[src/core/hbsc_consts.vh]
// Constants for the half-bridge serial control block.
// Assumes inclusion by bare name from the core design files.
`ifndef HBSC_CONSTS_VH
`define HBSC_CONSTS_VH

// Frame length in link clock cycles
`define HBSC_FRAME_BITS      16
`define HBSC_CNT_W           5

// Control word field positions
`define HBSC_CW_CLEAR        0
`define HBSC_CW_LS1          3
`define HBSC_CW_HS1          4
`define HBSC_CW_LS2          7
`define HBSC_CW_HS2          8
`define HBSC_CW_LS3          11
`define HBSC_CW_HS3          12
`define HBSC_CW_OPEN_N       13
`define HBSC_CW_DELAY        14
`define HBSC_CW_RUN          15

// Control word reset value: run, delay select, open-load off high
`define HBSC_CW_RESET        16'hE000

// Status frame field positions
`define HBSC_ST_PREWARN      0
`define HBSC_ST_SHORT        13
`define HBSC_ST_ENABLE       14
`define HBSC_ST_SUPPLY       15

// Status frame during thermal shutdown
`define HBSC_ST_ALL_HIGH     16'hFFFF

// Short-circuit shutdown delays in microseconds
`define HBSC_DLY_LONG_US     12000
`define HBSC_DLY_SHORT_US    1500
`define HBSC_CLK_MHZ         50

`endif

[src/core/hbsc_sync.v]
// Two-flop synchroniser for one asynchronous level.
// Assumes the input comes from a pin outside the clk_i domain.
module hbsc_sync (
  // Clock and reset
  input  wire clk_i,
  input  wire rst_i,
  // Level in and out
  input  wire din_i,
  input  wire rst_val_i,
  output wire dout_o
);

  reg meta_r;   // First stage, read only by second stage
  reg sync_r;   // Second stage, safe to use

  // Reset loads the pin's idle level, so an edge detector behind
  // this stage sees no false edge when reset lifts
  always @(posedge clk_i) begin
    if (rst_i) begin
      meta_r <= rst_val_i;
      sync_r <= rst_val_i;
    end else begin
      meta_r <= din_i;
      sync_r <= meta_r;
    end
  end

  assign dout_o = sync_r;

endmodule // hbsc_sync

[src/core/hbsc_delay.v]
// Short-circuit shutdown timer with a selectable delay.
// Assumes a fault level already synchronised to clk_i.
`include "hbsc_consts.vh"

module hbsc_delay #(
  parameter LONG_CYC  = `HBSC_DLY_LONG_US * `HBSC_CLK_MHZ,
  parameter SHORT_CYC = `HBSC_DLY_SHORT_US * `HBSC_CLK_MHZ
) (
  // Clock and reset
  input  wire clk_i,
  input  wire rst_i,
  // Control
  input  wire fault_i,
  input  wire long_i,
  output reg  trip_o
);

  reg [19:0] cnt_r;   // Cycles the fault has persisted
  wire [19:0] lim;    // Selected limit

  assign lim = long_i ? LONG_CYC[19:0] : SHORT_CYC[19:0];

  // Count while the fault holds; pulse once at the limit
  always @(posedge clk_i) begin
    if (rst_i) begin
      cnt_r  <= 20'h00000;
      trip_o <= 1'b0;
    end else begin
      trip_o <= 1'b0;
      if (!fault_i) begin
        cnt_r <= 20'h00000;
      end else if (cnt_r + 20'h00001 >= lim) begin
        // Stays at limit so one trip per fault episode
        if (cnt_r != lim) begin
          trip_o <= 1'b1;
        end
        cnt_r <= lim;
      end else begin
        cnt_r <= cnt_r + 20'h00001;
      end
    end
  end

endmodule // hbsc_delay

[src/core/hbsc_core.v]
// Serial control interface of a triple half-bridge driver.
// Assumes the host drives cs, sclk and serial_in as pins from
// another clock domain; fault inputs are analog comparator levels.
`include "hbsc_consts.vh"

// Every pin passes two flops on clk_i, so each link edge is seen
// two to three system cycles late; the link clock must stay well
// below a quarter of clk_i or edges merge. The status frame is frozen
// at select fall, so one frame never mixes old and new fault bits.
// Switch drives follow the applied word one cycle after it lands.
// Fault senses are levels; the short timer decides when a short
// is real, so brief spikes on the short sense lines are ignored.

module hbsc_core #(
  parameter LONG_CYC  = `HBSC_DLY_LONG_US * `HBSC_CLK_MHZ,
  parameter SHORT_CYC = `HBSC_DLY_SHORT_US * `HBSC_CLK_MHZ
) (
  // System clock and reset
  input  wire        clk_i,
  input  wire        rst_i,
  // Serial link pins
  input  wire        cs_n_i,
  input  wire        sclk_i,
  input  wire        serial_in_i,
  output reg         serial_out_o,
  output reg         serial_out_oe_o,
  // Hardware enable pin
  input  wire        enable_pin_i,
  // Fault sense levels
  input  wire        thermal_prewarning_i,
  input  wire        thermal_shutdown_i,
  input  wire        supply_fail_i,
  input  wire [5:0]  short_sense_i,
  input  wire [5:0]  open_load_i,
  // Switch drives: ls1,hs1,ls2,hs2,ls3,hs3 from bit 0 upward
  output reg  [5:0]  switch_on_o,
  // Settings to analog section
  output reg         open_load_check_n_o,
  output reg         short_delay_select_o,
  output reg         device_run_o
);

  // Synchronised pins, two flops behind their inputs
  wire        cs_s;            // Select level, high when idle
  wire        sclk_s;          // Link clock level
  wire        din_s;           // Host data level
  wire        en_s;            // Hardware enable level
  wire        tsd_s;           // Thermal shutdown level
  wire        psf_s;           // Supply fail level
  wire        pre_s;           // Thermal pre-warning level
  wire        sc_any_s;        // Any switch reports a short
  wire [5:0]  sc_s;            // Per-switch short levels
  wire [5:0]  ol_s;            // Per-switch open-load levels

  // Link state
  reg         cs_d_r;          // Previous cs level
  reg         sclk_d_r;        // Previous sclk level
  reg  [15:0] shift_in_r;      // Incoming bits
  reg  [15:0] shift_out_r;     // Outgoing status bits
  reg  [4:0]  cnt_r;           // Falling edges seen in frame

  // Control word and latched faults
  reg  [15:0] ctrl_r;          // bridge_control_word
  reg  [15:0] ctrl_nxt;        // Word applied at the next edge
  reg         short_flag_r;    // Latched short fault
  reg         supply_flag_r;   // Latched supply fail
  reg         thermal_flag_r;  // Latched thermal shutdown

  // Combinational helpers
  reg  [15:0] status;          // Assembled status frame
  wire        run_eff;         // Both enables high
  wire        trip;            // Short timer expired
  wire        cs_fall;         // Frame opens
  wire        cs_rise;         // Frame closes
  wire        sclk_fall;       // Input sampling edge
  wire        sclk_rise;       // Output shifting edge
  wire [5:0]  sw_bits;         // Switch bits from control word

  // Synchronisers for every asynchronous input
  // Select resets to its idle high so no false edge follows reset
  hbsc_sync u_cs   (.clk_i(clk_i), .rst_i(rst_i), .din_i(cs_n_i),
                    .rst_val_i(1'b1), .dout_o(cs_s));
  // Link clock and data idle low
  hbsc_sync u_sck  (.clk_i(clk_i), .rst_i(rst_i), .din_i(sclk_i),
                    .rst_val_i(1'b0), .dout_o(sclk_s));
  hbsc_sync u_din  (.clk_i(clk_i), .rst_i(rst_i), .din_i(serial_in_i),
                    .rst_val_i(1'b0), .dout_o(din_s));
  // Enable and fault levels; enable idles low so run starts late
  hbsc_sync u_en   (.clk_i(clk_i), .rst_i(rst_i), .din_i(enable_pin_i),
                    .rst_val_i(1'b0), .dout_o(en_s));
  hbsc_sync u_tsd  (.clk_i(clk_i), .rst_i(rst_i),
                    .din_i(thermal_shutdown_i),
                    .rst_val_i(1'b0), .dout_o(tsd_s));
  hbsc_sync u_psf  (.clk_i(clk_i), .rst_i(rst_i), .din_i(supply_fail_i),
                    .rst_val_i(1'b0), .dout_o(psf_s));
  hbsc_sync u_pre  (.clk_i(clk_i), .rst_i(rst_i),
                    .din_i(thermal_prewarning_i),
                    .rst_val_i(1'b0), .dout_o(pre_s));

  // Per-switch sense lines, each behind its own flops; the short
  // OR comes after them so no logic reads a raw pin
  genvar gi;
  generate
    for (gi = 0; gi < 6; gi = gi + 1) begin : g_sense
      // Open-load sense of switch gi
      hbsc_sync u_ol (.clk_i(clk_i), .rst_i(rst_i),
                      .din_i(open_load_i[gi]),
                      .rst_val_i(1'b0), .dout_o(ol_s[gi]));
      // Short sense of switch gi
      hbsc_sync u_sc (.clk_i(clk_i), .rst_i(rst_i),
                      .din_i(short_sense_i[gi]),
                      .rst_val_i(1'b0), .dout_o(sc_s[gi]));
    end
  endgenerate

  // Timer runs while any switch reports a short
  assign sc_any_s = |sc_s;

  // short delay timer, selected by bit 14
  // Counts in clk_i cycles; a short that clears early is forgotten
  hbsc_delay #(.LONG_CYC(LONG_CYC), .SHORT_CYC(SHORT_CYC)) u_dly (
    .clk_i  (clk_i),
    .rst_i  (rst_i),
    .fault_i(sc_any_s),
    .long_i (ctrl_r[`HBSC_CW_DELAY]),
    .trip_o (trip)
  );

  // Edge detection on synchronised link pins
  // frame start edge
  assign cs_fall   = cs_d_r & ~cs_s;
  // frame end edge applies the word
  assign cs_rise   = ~cs_d_r & cs_s;
  // link clock edges; ignored while deselected
  assign sclk_fall = sclk_d_r & ~sclk_s & ~cs_s;
  assign sclk_rise = ~sclk_d_r & sclk_s & ~cs_s;

  // both enables must be high
  // Standby does not stop the link; it turns off the switches and device_run_o and clears status bit 14
  assign run_eff = en_s & ctrl_r[`HBSC_CW_RUN];

  // Switch bits packed ls1 first, hs3 last
  assign sw_bits = {ctrl_r[`HBSC_CW_HS3], ctrl_r[`HBSC_CW_LS3],
                    ctrl_r[`HBSC_CW_HS2], ctrl_r[`HBSC_CW_LS2],
                    ctrl_r[`HBSC_CW_HS1], ctrl_r[`HBSC_CW_LS1]};

  // Status frame assembly
  always @* begin
    status = 16'h0000;
    // status bit layout
    // Unused positions read low
    status[`HBSC_ST_PREWARN] = pre_s;
    // Switch state or open-load sense at the control positions
    status[`HBSC_CW_LS1]     = sw_bits[0] | ol_s[0];
    status[`HBSC_CW_HS1]     = sw_bits[1] | ol_s[1];
    status[`HBSC_CW_LS2]     = sw_bits[2] | ol_s[2];
    status[`HBSC_CW_HS2]     = sw_bits[3] | ol_s[3];
    status[`HBSC_CW_LS3]     = sw_bits[4] | ol_s[4];
    status[`HBSC_CW_HS3]     = sw_bits[5] | ol_s[5];
    // Latched faults and effective run
    status[`HBSC_ST_SHORT]   = short_flag_r;
    status[`HBSC_ST_ENABLE]  = run_eff;
    status[`HBSC_ST_SUPPLY]  = supply_flag_r;
    // thermal shutdown overrides everything
    // Host cannot tell which other fault bits are set meanwhile
    if (thermal_flag_r) begin
      status = `HBSC_ST_ALL_HIGH;
    end
  end

  // Next control word on frame end
  always @* begin
    ctrl_nxt = ctrl_r;
    // only a full frame is applied
    // A short frame is dropped whole; a long one keeps its last bits
    if (cs_rise && cnt_r >= `HBSC_FRAME_BITS) begin
      ctrl_nxt = shift_in_r;
    end
  end

  // Link shift logic and pin drive
  // One process owns every link register, so no edge is lost
  // between two processes seeing different cycles
  always @(posedge clk_i) begin
    if (rst_i) begin
      // Deselected and not driving
      cs_d_r          <= 1'b1;
      sclk_d_r        <= 1'b0;
      shift_in_r      <= 16'h0000;
      shift_out_r     <= 16'h0000;
      cnt_r           <= 5'h00;
      serial_out_o    <= 1'b0;
      serial_out_oe_o <= 1'b0;
    end else begin
      // Previous levels for edge detection
      cs_d_r   <= cs_s;
      sclk_d_r <= sclk_s;
      if (cs_fall) begin
        // start driving, first status bit out
        serial_out_oe_o <= 1'b1;
        serial_out_o    <= status[0];
        // Rest of the frame frozen here
        shift_out_r     <= {1'b0, status[15:1]};
        cnt_r           <= 5'h00;
      end else if (cs_s) begin
        serial_out_oe_o <= 1'b0;
      end
      if (sclk_fall) begin
        // sample on falling clock; LSB first in
        shift_in_r <= {din_s, shift_in_r[15:1]};
        // Saturates so an overlong frame still counts as full
        if (cnt_r != 5'h1F) begin
          cnt_r <= cnt_r + 5'h01;
        end
      end
      // next bit only on rising clock, skip first rise
      // Bit 0 already stands from select fall, so the rise before
      // any fall would drop it
      if (sclk_rise && cnt_r != 5'h00) begin
        serial_out_o <= shift_out_r[0];
        shift_out_r  <= {1'b0, shift_out_r[15:1]};
      end
    end
  end

  // Control word register and latched fault flags
  always @(posedge clk_i) begin
    if (rst_i) begin
      ctrl_r         <= `HBSC_CW_RESET;
      short_flag_r   <= 1'b0;
      supply_flag_r  <= 1'b0;
      thermal_flag_r <= 1'b0;
    end else begin
      // Word updates in standby too
      ctrl_r <= ctrl_nxt;
      // clear request; a new fault set wins
      // Clear loads live supply and thermal levels, so those faults still present
      // keep their flags; a standing short loses its flag, as trip only pulses
      if (cs_rise && cnt_r >= `HBSC_FRAME_BITS &&
          shift_in_r[`HBSC_CW_CLEAR]) begin
        short_flag_r   <= trip;
        supply_flag_r  <= psf_s;
        thermal_flag_r <= tsd_s;
      end else begin
        // Flags only accumulate between clears
        short_flag_r   <= short_flag_r | trip;
        supply_flag_r  <= supply_flag_r | psf_s;
        thermal_flag_r <= thermal_flag_r | tsd_s;
      end
    end
  end

  // Switch drive outputs, all off on short or thermal fault or standby
  // Registered so the pins never glitch while the word changes
  always @(posedge clk_i) begin
    if (rst_i) begin
      // switches off, check off, long delay
      switch_on_o          <= 6'h00;
      open_load_check_n_o  <= 1'b1;
      short_delay_select_o <= 1'b1;
      device_run_o         <= 1'b0;
    end else begin
      // gate off in standby
      // Latched short or thermal fault also holds them off
      if (run_eff && !thermal_flag_r && !short_flag_r) begin
        switch_on_o <= sw_bits;
      end else begin
        switch_on_o <= 6'h00;
      end
      open_load_check_n_o  <= ctrl_r[`HBSC_CW_OPEN_N];
      short_delay_select_o <= ctrl_r[`HBSC_CW_DELAY];
      device_run_o         <= run_eff;
    end
  end

endmodule // hbsc_core

[config.mk]
export PLATFORM = sky130hd
export DESIGN_NAME = hbsc_core
export DESIGN_NICKNAME = d
export VERILOG_FILES = /design/src/core/hbsc_sync.v /design/src/core/hbsc_delay.v /design/src/core/hbsc_core.v
export VERILOG_INCLUDE_DIRS = /design/src /design/src/core
export SDC_FILE = /design/constraint.sdc
export NUM_CORES = 1
export LEC_CHECK = 0
export BUFFER_PORTS_ARGS = -buffer_cell sky130_fd_sc_hd__buf_4
export CORE_MARGIN = 5
export CORE_UTILIZATION = 50
export DETAILED_ROUTE_END_ITERATION = 6
export PLACE_DENSITY = 0.68
export SKIP_CTS_REPAIR_TIMING = 1
export SLEW_MARGIN = 10
export SYNTH_ARGS = -nofsm -noshare
export SYNTH_HDL_FRONTEND = slang
export SYNTH_HIERARCHICAL = 1
export SYNTH_SLANG_ARGS = --single-unit
[constraint.sdc]
create_clock -name clk_i -period 3.9 [get_ports clk_i]
set_input_delay 0 -clock clk_i [delete_from_list [all_inputs] [get_ports clk_i]]
set_output_delay 0 -clock clk_i [all_outputs]
set_load 0.02 [all_outputs]
=== Word-level counts from Yosys, hierarchy flattened ===
Cells that the tools add are included.
W data, S select, Z words.

* Add/subtract/negate cells: 2
* Multiply operators: 0
* Divide/modulo/power cells: 0
* $lt $le $gt $ge: 2
* Equality and inequality tests: 2
* Shift-type cells: 0
* Multiplexer cells: 16
* Bitwise gates (word level): 23
* Reduce and logical (&&, ||, !) cells: 14

{| class="wikitable"
|+ Operators with widths
! operator !! number
|-
| $mux W20 || 2
|-
| $mux W15 || 2
|-
| $add A20 B1 Y20 const B || 1
|-
| $ge A20 B20 Y1 || 1
|-
| $ne A20 B20 Y1 || 1
|-
| $mux W16 || 1
|-
| $mux W5 || 3
|-
| $or A1 B1 Y1 || 9
|-
| $mux W1 || 8
|-
| $and A1 B1 Y1 || 7
|-
| $not A1 Y1 || 7
|-
| $reduce_or A6 Y1 || 1
|-
| $add A5 B1 Y5 const B || 1
|-
| $ge A5 B5 Y1 const B || 1
|-
| $logic_and A1 B1 Y1 || 5
|-
| $ne A5 B5 Y1 const B || 1
|-
| $reduce_bool A5 Y1 || 1
|-
| $reduce_bool A2 Y1 || 2
|-
| $reduce_or A2 Y1 || 2
|-
| $reduce_or A3 Y1 || 1
|-
| $logic_not A1 Y1 || 2
|}

* Bits in registers: 127
* Latch bits: 0
* RAM bits: 0
* Memory bits (read-only): 0
* Bits of input ports: 21
* Logic and storage cells: 114
* Memories: 0

=== Longest topological paths before layout ===
* Depth after elaboration: 5
* Depth in mapped cells: 13
* Mapped depth without buffers: 11

=== Hierarchy ===
Netlist, hierarchy kept.

{| class="wikitable"
|+ Modules (own cells, without submodules)
! module !! times used !! cells each !! area an instance (sq um)
|-
| hbsc_core || 1 || 275 || 2398.6
|-
| hbsc_delay || 1 || 167 || 1413.9
|-
| hbsc_sync || 19 || 4 || 62.6
|}

=== Least setup slack after synthesis ===
No wires, ideal clock.

* Path type: register -> register
* Start: reg u_dly.cnt_r[0]
* End: reg u_dly.cnt_r[3]
* Library setup time: 123 ps
* Arrival: 2458 ps
* Required time: 3777 ps
* Path slack: 1319 ps
* Cell stages (with the launch flop): 13
* Buffers on the path: 1
* Cell sequence: dfxtp_1 -> ha_1 -> clkbuf_1 -> nand3_1 -> xnor2_1 -> ha_1 -> nand4_1 -> nand3b_1 -> a21oi_1 -> o31a_1 -> o211ai_2 -> o21ai_2 -> mux2_1

* Cells in the longest elaborated chain, start to end: 3

{| class="wikitable"
|+ Ends and longest elaborated chain
! what !! RTL line !! source
|-
| start: declaration || hbsc_delay.v:18 || <nowiki>reg [19:0] cnt_r;</nowiki>
|-
| start signal: assignment || hbsc_delay.v:37 || <nowiki>cnt_r <= lim;</nowiki>
|-
| start signal: assignment || hbsc_delay.v:39 || <nowiki>cnt_r <= cnt_r + 20'h00001;</nowiki>
|-
| $add A20 B1 Y20 * || hbsc_delay.v:32, hbsc_delay.v:39 ||
|-
| $ge A20 B20 Y1 || hbsc_delay.v:32 || <nowiki>end else if (cnt_r + 20'h00001 >= lim) begin</nowiki>
|-
| $mux W20 * || hbsc_delay.v:32 ||
|}

Every way passes the cells marked *; elsewhere a longest branch is shown, timed or not.
A chain may end at the register's enable or synchronous reset.

=== Worst setup path after layout ===
* Start: reg u_dly.cnt_r[12]
* End: reg u_dly.cnt_r[8]

* Cells in the longest elaborated chain, start to end: 3

{| class="wikitable"
|+ Ends and longest elaborated chain
! what !! RTL line
|-
| $add A20 B1 Y20 || hbsc_delay.v:32
|-
| $ge A20 B20 Y1 || hbsc_delay.v:32
|-
| $mux W20 || hbsc_delay.v:32
|}

Every way passes these cells.

==> results.md <==
* Sw Share at 21.3%
* Hold wc startpoint: rst_i
* Max Root-Sink Buffers at 2
* Total number of vias at 3860
* First-pass GRT wire length at 17900 um
* CTS tree: yes
* PnR worst setup slack at 0.899 ns
* Slew margin rel. at 35.8%
* M3 GR Usage at 4.78%
* Place WS at 0.886 ns
* Buffer and inverter count on the worst path at 2
* Pint at 2390 uW
* Final hold vios at 0
* Number of synthesized flops with an enable pin at 0
* Register Area at 0.00240 mm^2
* Initial Utilization at 51.2%
* Commonest non-fill, non-tap cell in the layout: dfxtp_1
* Crit path largest cell delay at 0.49 ns
* Grt met1 use at 24.2%
* Switching power at 649 uW
* Pleak at 0.00249 uW
* Gr usage total at 19.3%
* Fraction of layout cells with a size suffix above 1 at 19.8%
* Clk sinks at 120
* Yosys cell types at 63
* GR peak layer: met2
* Htree depth at 4
* Req. time, crit path at 4.35 ns
* DP Wirelength at 6890 um
* Vias in the first global route at 3785
* Synth warn at 6
* Root Driver: clkbuf_8
* Fillers at 834
* Worst vdd ir at 0.000349 V
* Final Max Slew Viols at 0
* Post-Syn Instances at 518
* Critical path type: flip-flop to flip-flop
* Multi-input logic area at 0.00256 mm^2
* Ant diodes at 0
* WL/cell at 14.4 um
* Clock power share at 50.3%
* Cell Area, Synth at 0.00500 mm^2
* Period utilization at 76.9%
* Skew final at 0.00584 ns
* Max-cap viol count at 0
* Setup-failing EPs final at 0
* CP max-delay cell: dfxtp_1
* Grt met2 use at 30.6%
* Fin crit period at 3.00 ns
* Initial DRT Pass Iterations at 4
* DR vias/cell at 5.22
* Xor/xnor share of the synthesized area at 2.80%
* Final wirelength at 10700 um
* RSZ-0062 raised after global routing: no
* Post-synthesis adder-cell area fraction at 2.75%
* Dpl cells at 691
* Mux cell area share after synthesis at 10.0%
* Total grt overflow at 0
* Critical path peak fanout at 10
* Avg Cell Area, Syn at 9.65 um^2
* Worst-path cell chain: nand2_1 > or3_1 > inv_1 > nand3_1 > xnor2_1 > ha_1 > a41o_1 > a21oi_1 > o211ai_2 > o21ai_2 > buf_4 > mux2i_1
* Sequential share of power at 43.4%
* Status: complete, no violations
* Post-synthesis simple-gate area fraction at 21.7%
* PortBufs at 31
* Clk_lat worst skew at 0.52 ns
* Row count at 36
* CP Capture Type: flip-flop
* Sequential area share after synthesis at 48.0%
* Core ar. at 0.00977 mm^2
* Initial antenna violation count at 0
* Setup TNS at 0 ns
* Reg clk slew, reported paths at 0.05 ns
* Die area at 0.0121 mm^2
* Most frequent cells in the layout: 120 x dfxtp_1, 80 x nand2_1, 46 x a21oi_1
* Antenna-violating nets left at 0
* Area Growth Syn to Fin at 23.5%
* Die Span Y at 110 um
* # DRC at 0
* Fraction of registers with async set or reset after synthesis at 0%
* Largest family of logic cells by synthesized area: simple AND/OR/NAND/NOR gates
* Die width at 110 um
* Max Fclk at 333 MHz
* Yosys reg bits at 120
* Final net count at 628
* Synth Area in Compound Gates at 11.0%
* # IOs at 32
* Worst hold path type: primary input to flip-flop
* Comb pwr share at 6.3%
* Pin count of the biggest net entering global routing at 70
* Post-Layout Cell Count at 739
* Reg-to-Reg Start: u_dly/cnt_r[12]
* CP Launch Type: flip-flop
* RD Place Congestion at 0.872
* CP arrival at 3.45 ns
* Number of buffers created by CTS at 17
* Crit path max-delay family: compound AO/OA/AOI/OAI gates
* Slew at the pin closest to its max-slew limit at 0.959 ns
* Crit. Startpoint: u_dly/cnt_r[12]
* Top_reg_cell synth: dfxtp_1
* Initial DRC count at 182
* Pwr dens at 492 mW/mm^2
* Worst reg2reg setup slack at 0.90 ns
-- layer usage --
layer  wire, um  up-vias  part of all wire, %
met5          0        -                    0
met4        209        0                  2.0
met3        365       17                  3.4
met2       5170       67                   48
met1       4920     1816                   46
li1           -     1960                    -
-- metrics by stage --
| step | power (uW) | hold WS (ns) | util [%] | area, um^2 |
|---|---|---|---|---|
| 2_1_floorplan | 1460 | 0.144 | - | 5140 |
| 3_3_place_gp | 1510 | 0.226 | 55.3 | 5410 |
| 3_5_place_dp | 1520 | 0.232 | 55.3 | 5410 |
| 4_1_cts | 3060 | -0.319 | 61.3 | 5990 |
| 5_1_grt | 3160 | 0.0628 | 63.2 | 6180 |
| 6_report | 3040 | 0.0333 | 63.2 | 6180 |
-- cell type report --
class,instances,share of cell area (%)
multi-input combinational,396,41.4
sequential,120,38.9
clock buffer,21,7.43
timing repair buffer,52,7.09
tap,133,2.69
clock inverter,8,1.98
inverter,9,0.547
-- registers in the layout, summed over array words and instances, names as in the netlist, 5 cells and up --
| name | cells |
|---|---|
| cnt_r | 5 |
| ctrl_r | 9 |
| g_sense.u_ol/dout_o | 6 |
| g_sense.u_ol/meta_r | 6 |
| g_sense.u_sc/dout_o | 6 |
| g_sense.u_sc/meta_r | 6 |
| shift_in_r | 16 |
| shift_out_r | 15 |
| switch_on_o | 6 |
| u_dly/cnt_r | 20 |
-- power by group through the flow --
stage / sequential, uW / clock (uW) / combinational, uW
floorplan: 1330 / 0 / 127
global placement: 1340 / 0 / 166
detailed placement: 1350 / 0 / 171
CTS: 1320 / 1560 / 175
global route: 1330 / 1620 / 214
finish: 1320 / 1530 / 191
-- cells by family (layout without fill, tap and decap cells) --
| kind of cell | count (synthesis) | count (layout) |
|---|---|---|
| compound gates | 85 | 85 |
| xor+xnor | 16 | 16 |
| other cells | 2 | 38 |
| flops | 120 | 120 |
| simple gates | 201 | 201 |
| mux | 45 | 45 |
| fa+ha+maj | 11 | 11 |
| buf+inv | 38 | 90 |
-- worst reg2reg max path, cell delays in order, from the launching register on --
cell	delay (ns)
dfxtp_1	0.49
nand2_1	0.17
or3_1	0.41
inv_1	0.06
nand3_1	0.09
xnor2_1	0.16
ha_1	0.23
a41o_1	0.21
a21oi_1	0.17
o211ai_2	0.11
o21ai_2	0.36
buf_4	0.27
mux2i_1	0.20
-- cell usage after synthesis, types with 5 or more instances --
master    instances  area share (%)
mux2i_1           5             1.0
nand4_1           6            0.75
dfxtp_1         120              48
o32ai_1           7             1.2
inv_1             9            0.68
nor2_1           21             1.6
and3_1            9             1.1
nand3_1          12             1.2
xor2_1           10             1.8
a211oi_1         10             1.5
clkbuf_1         12            0.90
or3_1             7            0.88
a21oi_1          46             4.6
nand2_1          80             6.0
nor3_1            7            0.70
ha_1             11             2.8
and2_1            8             1.0
buf_2             8            0.80
nor4_1           12             1.5
mux2_2           39             8.8
xnor2_1           6             1.1
or2_2             5            0.63
-- path summary, 6_finish.rpt --
check                                      end  cells past startpoint
worst min register to register   supply_flag_r                      2
worst max register to register  u_dly/cnt_r[8]                     12
worst max-delay path            u_dly/cnt_r[8]                     12
worst min-delay path            thermal_flag_r                      2
Note: power is estimated with default switching activity, not from simulation.
